[src/core/sdc_pkg.sv]
// package: command encodings, bank states and widths for the command decoder
package sdc_pkg;
  localparam int DATA_W    = 16;
  localparam int ROW_W     = 12;
  localparam int COL_W     = 9;
  localparam int BANK_N    = 4;
  localparam int BANK_W    = 2;
  localparam int ROW_PREC_ALL_BIT = 10;
  localparam int LANE_LO_MSB = 7;
  localparam int LANE_HI_LSB = 8;
  localparam logic [BANK_N-1:0] BANKS_RESET = 4'h0;
  localparam logic [DATA_W-1:0] DATA_RESET  = 16'h0000;

  typedef enum logic [2:0] {
    SDC_NOP, SDC_ACT, SDC_PRE, SDC_PREALL, SDC_RD, SDC_WR, SDC_OTHER
  } sdc_cmd_t;
endpackage

[src/core/sdc_lane_if.sv]
// interface: per-lane data and mask signals between decoder and lane cells
`timescale 1ns/10ps
interface sdc_lane_if;
  logic [7:0] wrData;
  logic       mask;
  logic       rdPhase;
  logic       wrPhase;
  logic [7:0] rdData;
  logic       laneOe;
  logic       laneWe;
  logic [7:0] laneStore;
  modport ctrl (output rdData, mask, rdPhase, wrPhase, wrData,
                input laneOe, laneWe, laneStore);
  modport lane (input rdData, mask, rdPhase, wrPhase, wrData,
                output laneOe, laneWe, laneStore);
endinterface

[src/core/sdc_decoder.sv]
// module: synchronous dram command pin decoder with bank state and data lanes
`timescale 1ns/10ps
// Overview of operation
// chip select high masks every command for that cycle
// strobes and write enable are registered on rising edge, decoded together
// row strobe low, column strobe high: write enable picks activate/precharge
// activate moves the selected bank to the active state
// precharge returns the selected bank to idle
// column strobe low, row strobe high: write enable picks read or write
// byte masks gate read drivers and block write storage per lane
// all sixteen data lines move on rising edges, masked per lane
// activate applies only to idle bank and latches row address
// precharge-all idles every bank, accepted in any bank state
// controller deselects or sends no-operation when idle
module sdc_decoder
  import sdc_pkg::*;
(
  input  wire logic              clk,
  input  wire logic              nrst,
  input  wire logic              chipSelN,
  input  wire logic              rowStrobeN,
  input  wire logic              colStrobeN,
  input  wire logic              writeEnN,
  input  wire logic [BANK_W-1:0] bankSel,
  input  wire logic [ROW_W-1:0]  addr,
  input  wire logic              lower_byte_mask,
  input  wire logic              upper_byte_mask,
  input  wire logic [DATA_W-1:0] data_lines_in,
  input  wire logic [DATA_W-1:0] readData,
  output logic      [DATA_W-1:0] data_lines_out,
  output logic      [DATA_W-1:0] data_lines_oe,
  output logic      [DATA_W-1:0] writeData,
  output logic      [1:0]        writeLaneEn,
  output logic      [BANK_N-1:0] bankActive,
  output logic      [ROW_W-1:0]  openRow,
  output logic      [BANK_W-1:0] accessBank,
  output logic      [COL_W-1:0]  accessCol,
  output logic                   readStrobe,
  output logic                   writeStrobe,
  output logic                   row_open_command,
  output logic                   all_bank_close_command
);
  typedef struct packed {
    logic              csN1, rasN1, casN1, weN1;
    logic              csN,  rasN,  casN,  weN;
    logic [BANK_W-1:0] ba1, ba;
    logic [ROW_W-1:0]  ad1, ad;
    logic [1:0]        dqm1, dqm;
    logic [DATA_W-1:0] dq1, dq;
    logic [BANK_N-1:0] active;
    logic [ROW_W-1:0]  row;
    logic [BANK_W-1:0] aBank;
    logic [COL_W-1:0]  aCol;
    logic              rd, wr, act, pall;
    logic [DATA_W-1:0] dout;
  } sdc_state_t;

  sdc_state_t st;
  sdc_state_t next_st;
  sdc_cmd_t   cmd;

  sdc_lane_if laneLo ();
  sdc_lane_if laneHi ();

  // decode of the synchronised pin sample
  always_comb begin
    if (st.csN) begin
      cmd = SDC_NOP;
    end else if (!st.rasN && st.casN) begin
      if (st.weN) begin
        cmd = SDC_ACT;
      end else if (st.ad[ROW_PREC_ALL_BIT]) begin
        cmd = SDC_PREALL;
      end else begin
        cmd = SDC_PRE;
      end
    end else if (st.rasN && !st.casN) begin
      cmd = st.weN ? SDC_RD : SDC_WR;
    end else if (st.rasN && st.casN) begin
      cmd = SDC_NOP;
    end else begin
      cmd = SDC_OTHER;
    end
  end

  always_comb begin
    next_st = st;
    // two-stage capture of all pins on the rising edge
    next_st.csN1  = chipSelN;
    next_st.rasN1 = rowStrobeN;
    next_st.casN1 = colStrobeN;
    next_st.weN1  = writeEnN;
    next_st.ba1   = bankSel;
    next_st.ad1   = addr;
    next_st.dqm1  = {upper_byte_mask, lower_byte_mask};
    next_st.dq1   = data_lines_in;
    next_st.csN   = st.csN1;
    next_st.rasN  = st.rasN1;
    next_st.casN  = st.casN1;
    next_st.weN   = st.weN1;
    next_st.ba    = st.ba1;
    next_st.ad    = st.ad1;
    next_st.dqm   = st.dqm1;
    next_st.dq    = st.dq1;
    next_st.rd    = 1'b0;
    next_st.wr    = 1'b0;
    next_st.act   = 1'b0;
    next_st.pall  = 1'b0;
    next_st.dout  = readData;
    case (cmd)
      SDC_ACT: begin
        if (!st.active[st.ba]) begin
          next_st.active[st.ba] = 1'b1;
          next_st.row = st.ad;
          next_st.act = 1'b1;
        end
      end
      SDC_PRE: begin
        next_st.active[st.ba] = 1'b0;
      end
      SDC_PREALL: begin
        next_st.active = BANKS_RESET;
        next_st.pall   = 1'b1;
      end
      SDC_RD, SDC_WR: begin
        if (st.active[st.ba]) begin
          next_st.aBank = st.ba;
          next_st.aCol  = st.ad[COL_W-1:0];
          next_st.rd    = (cmd == SDC_RD);
          next_st.wr    = (cmd == SDC_WR);
        end
      end
      default: begin
      end
    endcase
  end

  always_ff @(posedge clk) begin
    if (!nrst) begin
      st <= '0;
    end else begin
      st <= next_st;
    end
  end

  // lane wiring: write data and write mask of the access cycle, and the read mask of the pin cycle after a read, go to each lane cell
  assign laneLo.wrData  = st.dq[LANE_LO_MSB:0];
  assign laneHi.wrData  = st.dq[DATA_W-1:LANE_HI_LSB];
  assign laneLo.mask    = st.dqm[0];
  assign laneHi.mask    = st.dqm[1];
  assign laneLo.rdPhase = st.rd;
  assign laneHi.rdPhase = st.rd;
  assign laneLo.wrPhase = (cmd == SDC_WR) && st.active[st.ba];
  assign laneHi.wrPhase = (cmd == SDC_WR) && st.active[st.ba];
  assign laneLo.rdData  = st.dout[LANE_LO_MSB:0];
  assign laneHi.rdData  = st.dout[DATA_W-1:LANE_HI_LSB];

  sdc_lane uLaneLo (.clk(clk), .nrst(nrst), .lif(laneLo));
  sdc_lane uLaneHi (.clk(clk), .nrst(nrst), .lif(laneHi));

  assign data_lines_out = st.dout;
  assign data_lines_oe  = {{8{laneHi.laneOe}}, {8{laneLo.laneOe}}};
  assign writeData      = {laneHi.laneStore, laneLo.laneStore};
  assign writeLaneEn    = {laneHi.laneWe, laneLo.laneWe};
  assign bankActive     = st.active;
  assign openRow        = st.row;
  assign accessBank     = st.aBank;
  assign accessCol      = st.aCol;
  assign readStrobe     = st.rd;
  assign writeStrobe    = st.wr;
  assign row_open_command       = st.act;
  assign all_bank_close_command = st.pall;

  a_cs_masks_cmd: assert property (@(posedge clk) disable iff (!nrst)
    st.csN |=> !readStrobe && !writeStrobe && !row_open_command
      && !all_bank_close_command && $stable(bankActive))
    else $error("command acted on while deselected");
  a_pin_to_act: assert property (@(posedge clk) disable iff (!nrst)
    !chipSelN && !rowStrobeN && colStrobeN && writeEnN && nrst
    ##1 nrst ##1 nrst |=> bankActive != BANKS_RESET)
    else $error("activate pins did not open a bank in three edges");
  a_act_opens_bank: assert property (@(posedge clk) disable iff (!nrst)
    cmd == SDC_ACT |=> bankActive[$past(st.ba)])
    else $error("activate left bank idle");
  a_pre_closes_bank: assert property (@(posedge clk) disable iff (!nrst)
    cmd == SDC_PRE |=> !bankActive[$past(st.ba)])
    else $error("precharge left bank active");
  a_act_only_idle: assert property (@(posedge clk) disable iff (!nrst)
    cmd == SDC_ACT && st.active[st.ba] |=> $stable(openRow)
      && !row_open_command)
    else $error("activate to active bank changed row");
  a_act_latch_row: assert property (@(posedge clk) disable iff (!nrst)
    row_open_command |-> openRow == $past(st.ad))
    else $error("row address not latched on activate");
  a_prechg_all: assert property (@(posedge clk) disable iff (!nrst)
    cmd == SDC_PREALL |=> bankActive == BANKS_RESET
      && all_bank_close_command)
    else $error("precharge all left a bank active");
  a_rw_choice: assert property (@(posedge clk) disable iff (!nrst)
    (cmd == SDC_RD || cmd == SDC_WR) && st.active[st.ba]
      |=> readStrobe == $past(st.weN) && writeStrobe == !$past(st.weN))
    else $error("write enable did not pick read or write");
  a_ras_cas_sel: assert property (@(posedge clk) disable iff (!nrst)
    !st.csN && !st.rasN && st.casN |-> cmd inside {SDC_ACT, SDC_PRE,
      SDC_PREALL})
    else $error("row strobe command decoded wrongly");
  a_read_drive: assert property (@(posedge clk) disable iff (!nrst)
    readStrobe |=> data_lines_oe == {{8{!$past(st.dqm[1])}},
      {8{!$past(st.dqm[0])}}})
    else $error("read drive not masked per lane");

  c_activate: cover property (@(posedge clk) row_open_command);
  c_read:     cover property (@(posedge clk) readStrobe);
  c_write:    cover property (@(posedge clk) writeStrobe && writeLaneEn != 2'h0);
  c_prechall: cover property (@(posedge clk) all_bank_close_command);
endmodule

[src/core/sdc_lane.sv]
// module: one byte lane, applies its mask to read drive and write store
`timescale 1ns/10ps
module sdc_lane
  import sdc_pkg::*;
(
  input wire logic clk,
  input wire logic nrst,
  sdc_lane_if.lane lif
);
  typedef struct packed {
    logic       oe;
    logic       we;
    logic [7:0] store;
  } sdc_lane_st_t;

  sdc_lane_st_t st;
  sdc_lane_st_t next_st;

  always_comb begin
    next_st = st;
    next_st.oe = lif.rdPhase & ~lif.mask;
    next_st.we = lif.wrPhase & ~lif.mask;
    if (lif.wrPhase && !lif.mask) begin
      next_st.store = lif.wrData;
    end
  end

  always_ff @(posedge clk) begin
    if (!nrst) begin
      st <= '0;
    end else begin
      st <= next_st;
    end
  end

  assign lif.laneOe    = st.oe;
  assign lif.laneWe    = st.we;
  assign lif.laneStore = st.store;

  a_mask_blocks_store: assert property (@(posedge clk) disable iff (!nrst)
    lif.wrPhase && lif.mask |=> !lif.laneWe && $stable(lif.laneStore))
    else $error("masked write lane stored data");
  a_mask_blocks_drive: assert property (@(posedge clk) disable iff (!nrst)
    lif.rdPhase |=> lif.laneOe == !$past(lif.mask))
    else $error("read lane drive does not follow mask");
endmodule

[config.mk]
export PLATFORM = sky130hd
export DESIGN_NAME = sdc_decoder
export DESIGN_NICKNAME = d
export VERILOG_FILES = /design/src/core/sdc_pkg.sv /design/src/core/sdc_lane_if.sv /design/src/core/sdc_decoder.sv /design/src/core/sdc_lane.sv
export SDC_FILE = /design/constraint.sdc
export NUM_CORES = 1
export LEC_CHECK = 0
export BUFFER_PORTS_ARGS = -buffer_cell sky130_fd_sc_hd__buf_4
export CAP_MARGIN = 25
export CORE_MARGIN = 3
export CORE_UTILIZATION = 30
export CTS_CLUSTER_DIAMETER = 200
export CTS_CLUSTER_SIZE = 16
export DETAILED_ROUTE_END_ITERATION = 10
export GPL_TIMING_DRIVEN = 0
export PLACE_DENSITY = 0.6
export SKIP_LAST_GASP = 1
export SLEW_MARGIN = 20
export SYNTH_ARGS = -nofsm -noshare
export SYNTH_HDL_FRONTEND = slang
export SYNTH_SLANG_ARGS = --single-unit
[constraint.sdc]
create_clock -name clk -period 2.15 [get_ports clk]
set_input_delay 0.215 -clock clk [delete_from_list [all_inputs] [get_ports clk]]
set_output_delay 0.215 -clock clk [all_outputs]
set_load 0.02 [all_outputs]
Yosys cells after proc, flatten, opt, wreduce, memory -nomap -nowiden
Cells that the tools add are included.
- latch bits: 0
- RAM bits: 0
- input bits: 54
- ROM bits: 0
- memories kept: 0
- register bits: 139
- shift-type cells: 0
- muxes and demuxes: 15
- eq/ne operators: 6
- add/subtract/negate cells: 0
- $mul: 0
- reductions and logical operators: 18
- magnitude comparators: 2
- div/mod/pow operators: 0
- bitwise logic cells: 10
- operator list (operator ; number):
    2-to-1 mux 16 bit ; 1
    2-to-1 mux 3 bit ; 4
    case mux 4 bit (3 select lines) ; 1
    AND reduction 2 bit ; 4
    logical AND 1 bit ; 7
    equality test 3 x 2 -> 1 bit, second input constant ; 2
    equality test 3 bit, second input constant ; 2
    2-to-1 mux 1 bit ; 6
    bitwise AND 1 bit ; 4
    bitwise AND 4 bit ; 1
    logical NOT 1 bit ; 4
    inverter 4 bit ; 1
    OR 4 bit ; 1
    equality test 3 x 1 -> 1 bit, second input constant ; 1
    less-than comparator 2 x 3 -> 1 bit, second input constant ; 1
    inverter 1 bit ; 3
    AND reduction 3 bit ; 1
    nonzero test 3 bit ; 1
    binary-select mux 1 bit (select 2 bit) ; 1
    demux 1 bit (select 2 bit) ; 1
    greater-or-equal comparator 2 x 1 -> 1 bit, second input constant ; 1
    2-to-1 mux 2 bit ; 1
    != test 2 bit, second input constant ; 1
    OR reduction 2 bit ; 1

Depth between registers and ports, before layout
- word-level depth: 8
- mapped depth: 7
- mapped depth without buffers: 4

By module
A second synthesis with hierarchy kept.
- cell total of the unflattened synthesis: 458
- area total of the unflattened synthesis: 4889.7 µm²
- modules (own cells, without submodules) (module ; instances ; seq. area each (µm²) ; area an instance (µm²) ; cells an instance):
    sdc_decoder ; 1 ; 2382.3 ; 4073.9 ; 378
    sdc_lane ; 2 ; 200.2 ; 407.9 ; 40

Least setup slack after synthesis
Ideal clock, no wire load.
- path type: reg2reg
- start point: register st[107] in the netlist's numbering
- end point: register st (netlist bit openRow[10])
- setup time: 0.074 ns
- period minus slack after synthesis: 1.673 ns
- cell stages (with the launch flop): 8
- arrival time: 1.598 ns
- path buffers: 3
- slack: 0.477 ns
- cells stage by stage: dfxtp_1 > buf_6 > mux4_2 > nor4b_2 > buf_4 > buf_6 > nand3_1 > o21ai_0
- cells in the longest elaborated chain, start to end: 4
- RTL lines (item ; line ; source):
    start, declared ; sdc_decoder.sv:58 ; sdc_state_t st;
    start signal, assigned ; sdc_decoder.sv:142 ; st <= next_st;
    binary-select mux 1 bit (select 2 bit) ; sdc_decoder.sv:112 ; if (!st.active[st.ba]) begin
    2-to-1 mux 1 bit (implied by the code) ; sdc_decoder.sv:112 ;
    inverter 1 bit (no source line) ; -- ;
    AND reduction 2 bit (no source line) ; -- ;
Every way passes these cells. The select of a mux whose other input is x is not followed.
A chain may end at the register's enable or synchronous reset.

Worst setup path after layout
- start point: register st[108] in the netlist's numbering
- end point: register uLaneHi.st (netlist bit uLaneHi.lif.laneStore[7])
- cells in the longest elaborated chain, start to end: 4
- RTL lines (item ; line ; source):
    binary-select mux 1 bit (select 2 bit) ; sdc_decoder.sv:154 ; assign laneHi.wrPhase = (cmd == SDC_WR) && st.active[st.ba];
    2-to-1 mux 1 bit (implied by the code) ; sdc_decoder.sv:154 ;
    logical AND 1 bit ; sdc_decoder.sv:154 ;
    logical AND 1 bit ; sdc_lane.sv:23 ; if (lif.wrPhase && !lif.mask) begin
    end signal, assigned ; sdc_lane.sv:32 ; st <= next_st;
    end, declared ; sdc_lane.sv:16 ; sdc_lane_st_t st;
Every way passes these cells. The select of a mux whose other input is x is not followed.

==> summary.txt <==
Run status
  • Status: complete, no violations

Timing
  • Final hold violations: 0
  • Skew final: 8.210 ps
  • Max-slew violation count: 0
  • Endpoints failing setup: 0
  • Crit share post-route: approximately nine tenths
  • RSZ-0062 raised after global routing: no
  • Setup TNS: 0 ps
  • Worst-Margin Slew: 828.1 ps
  • Period minus WS final: 1958 ps
  • Fmax: 510.6 MHz
  • Slew HR: 44.38%

Drt
  • Starting DRC count in detailed routing: 120
  • Drc violations: 0
  • WL/cell: 13.14 µm
  • DR vias/cell: 4.049
  • Drt total wl: 11710 µm
  • 1st-pass router iterations: 5
  • Remaining antenna violation count: 0
  • Total number of vias: 3608

Placement
  • Final RePlAce weighted congestion: approximately 0.76
  • DPL Wire Length: between 8000 and 9000 µm
  • IO Port Bufs: between 100 and 150

GRT
  • Vias in the first global route: 3765
  • Met2 capacity usage during global routing: between 20% and 30%
  • Met3 usage: ~4.3%
  • Global-route wire length before repair: ~19000 µm
  • Total global routing overflow: 0
  • Initial antenna violation count: 0
  • Largest net degree at the start of global routing: 17
  • Busiest grt layer: met2
  • GR Layer Usage met1: 17.28%
  • Gr usage total: between 10 and 15%

Critical path
  • Slowest stage delay, CP: 630 ps
  • Worst Path Max Fanout: 8
  • Worst setup EP type: flip-flop
  • CP startpoint kind: flip-flop
  • Kind of critical path: flip-flop to flip-flop
  • Data required time of the worst path: between 2000 and 3000 ps
  • CP max-delay cell: nor4_4
  • WP data arrival: 2300 ps
  • CP cell instances: or3b_1 -> a2bb2oi_2 -> nor4_4 -> mux2i_1

Synth
  • Post-synth top cells: dfxtp_1 (139), and2_1 (90), nand2_1 (70)
  • #FFs+latches synth: 139
  • YS warnings: 0
  • Syn_nets: 531
  • Predominant post-synthesis flop cell: dfxtp_1
  • Sequential area share after synthesis: 57.08%
  • Post-synth top area cell: dfxtp_1
  • Most common cell in the netlist: dfxtp_1
  • Area contributors post-synth: dfxtp_1 (57%), and2_1 (12%), buf_4 (9.5%), mux2i_1 (5.5%), nand2_1 (5.4%)
  • Count of cell types in the netlist: 33
  • Post-Syn Instances: 477
  • Syn_area_per_cell: 10.22 µm²
  • Async S/R FF share, synth: 0%
  • Cell Area, Synth: roughly 4900 µm²
  • Share of the synthesized area in the top cell type: 57.08%
  • Post-synth EDFFs: 0

Clock network
  • Clock slew at reported path FFs: roughly 60 ps
  • CTS tree: built
  • CTS Root Cell: clkbuf_16
  • CTS Buffer Depth: 2
  • Setup bufs post-CTS: 0
  • Total CTS buffers: 17
  • Clock insertion delay at the later pin of the skew report: 420 ps
  • CTS H-tree depth: 4
  • Clk sinks: 139

Cells and area
  • Seq. cell area: between 2000 and 3000 µm²
  • Area occupied by multi-input gates: 1510 µm²
  • Final antenna diode count: 0
  • Area Growth Syn to Fin: 45.89%
  • Number of fill cells: 1484
  • Net count, final: 721
  • Layout cells sized above 1: 34.56%
  • Final Core Density: 45.76%

Floorplan
  • Rows: 45
  • Die width: 133.5 µm
  • Chip Height: 133.5 µm
  • Core area: between 15000 and 20000 µm²
  • Initial core utilization: 31.37%
  • DIE AREA: 17810 µm²
  • I/O pin count: 135

Flow run
  • MaxCap Viol Count: 0

Min path
  • Worst hold path type: input pin to flip-flop

Power and ir drop
  • Power per cell area: about 840 nW/µm²
  • Max IR drop VDD: 550.1 µV
  • Leakage dissipation: 3.115 nW
[cells in the final DEF, fill, tap and decap left out, drive strengths merged, types with 2 or more instances in the layout]
cell / n
dlygate4sd3: 38
buf: 200
and3b: 2
nand2: 70
nor2b: 2
nand3: 13
nor3: 3
a2bb2oi: 2
dfxtp: 139
o21ai: 15
clkinvlp: 4
mux2i: 27
bufinv: 2
nor4b: 2
clkbuf: 42
and2: 90
inv: 4
nor2: 7
a21boi: 3
nor4: 2
[metal layers]
layer | up-vias | part of all wire [%]
met1 | 1624 | 45
met5 | - | 0
met2 | 124 | 45
met3 | 20 | 7.2
met4 | 0 | 2.4
li1 | 1840 | -
[power by group]
| group | internal [W] | switching, W |
|---|---|---|
| Combinational | 0.000202 | 0.000143 |
| Sequential | 0.00266 | 0.0000277 |
| Clock | 0.00178 | 0.00113 |
[worst max-delay path, delay by kind of cell (launching register included)]
kind	cells	cell delay, ps
AOI/OAI and AO/OA	1	180
muxes	1	260
DFF	1	390
and+or+nand+nor	2	1070
[metrics by stage]
stage / cells / total power, W / area, µm² / hold WS, ps / setup WS [ps]
floorplan: 477 / 0.002886 / 4875 / 342.3 / 477.3
global placement: 821 / 0.003023 / 6137 / 415.1 / 223.1
detailed placement: 821 / 0.003032 / 6137 / 416.9 / 178.1
CTS: 891 / 0.006021 / 7112 / 0.7702 / 170.1
global route: 891 / 0.006159 / 7112 / 6.023 / 70.64
finish: 891 / 0.005946 / 7112 / 15.81 / 191.6
[repair_timing]
action	4_1_cts	5_1_grt
hold buffers	38	0
endpoints found under the hold margin	38	0
resized for setup	0	0
[state kept, by name, indices dropped and copies added (netlist names), 2 cells and up]
| name | cells |
|---|---|
| st | 18 |
| laneLo.wrData | 8 |
| accessCol | 9 |
| data_lines_out | 16 |
| laneHi.wrData | 8 |
| accessBank | 2 |
| bankActive | 4 |
| uLaneLo.lif.laneStore | 8 |
| openRow | 12 |
| next_st | 36 |
| uLaneHi.lif.laneStore | 8 |
[worst paths after layout]
check	startpoint	end	slack [ps]	depth (start not counted)
worst min-delay path	readData[11]	data_lines_out[11]	20	2
worst min register to register	next_st[85]	st[85]	420	1
worst max register to register	st[108]	uLaneHi.lif.laneStore[7]	190	4
worst max-delay path	st[108]	uLaneHi.lif.laneStore[7]	190	4
[area by class of cell]
cell class                      count  area share, %
Buffer                             88          8.181
Timing Repair Buffer              171          19.39
Multi-Input combinational cell    250          21.24
Sequential cell                   139          39.13
Clock buffer                       21          6.474
Tap cell                          211          3.712
Clock inverter                     11          1.882
[kinds of logic (layout without fill, tap and decap cells)]
| kind of cell | count (synthesis) | in the layout | share of synthesized area [%] |
|---|---|---|---|
| AO/OA/AOI/OAI | 23 | 23 | 2.900 |
| buffers and inverters | 88 | 291 | 11.94 |
| flip-flops | 139 | 139 | 57.08 |
| multiplexers | 29 | 29 | 6.237 |
| AND/OR/NAND/NOR | 198 | 198 | 21.84 |
Power figures use the tool's default switching activity.
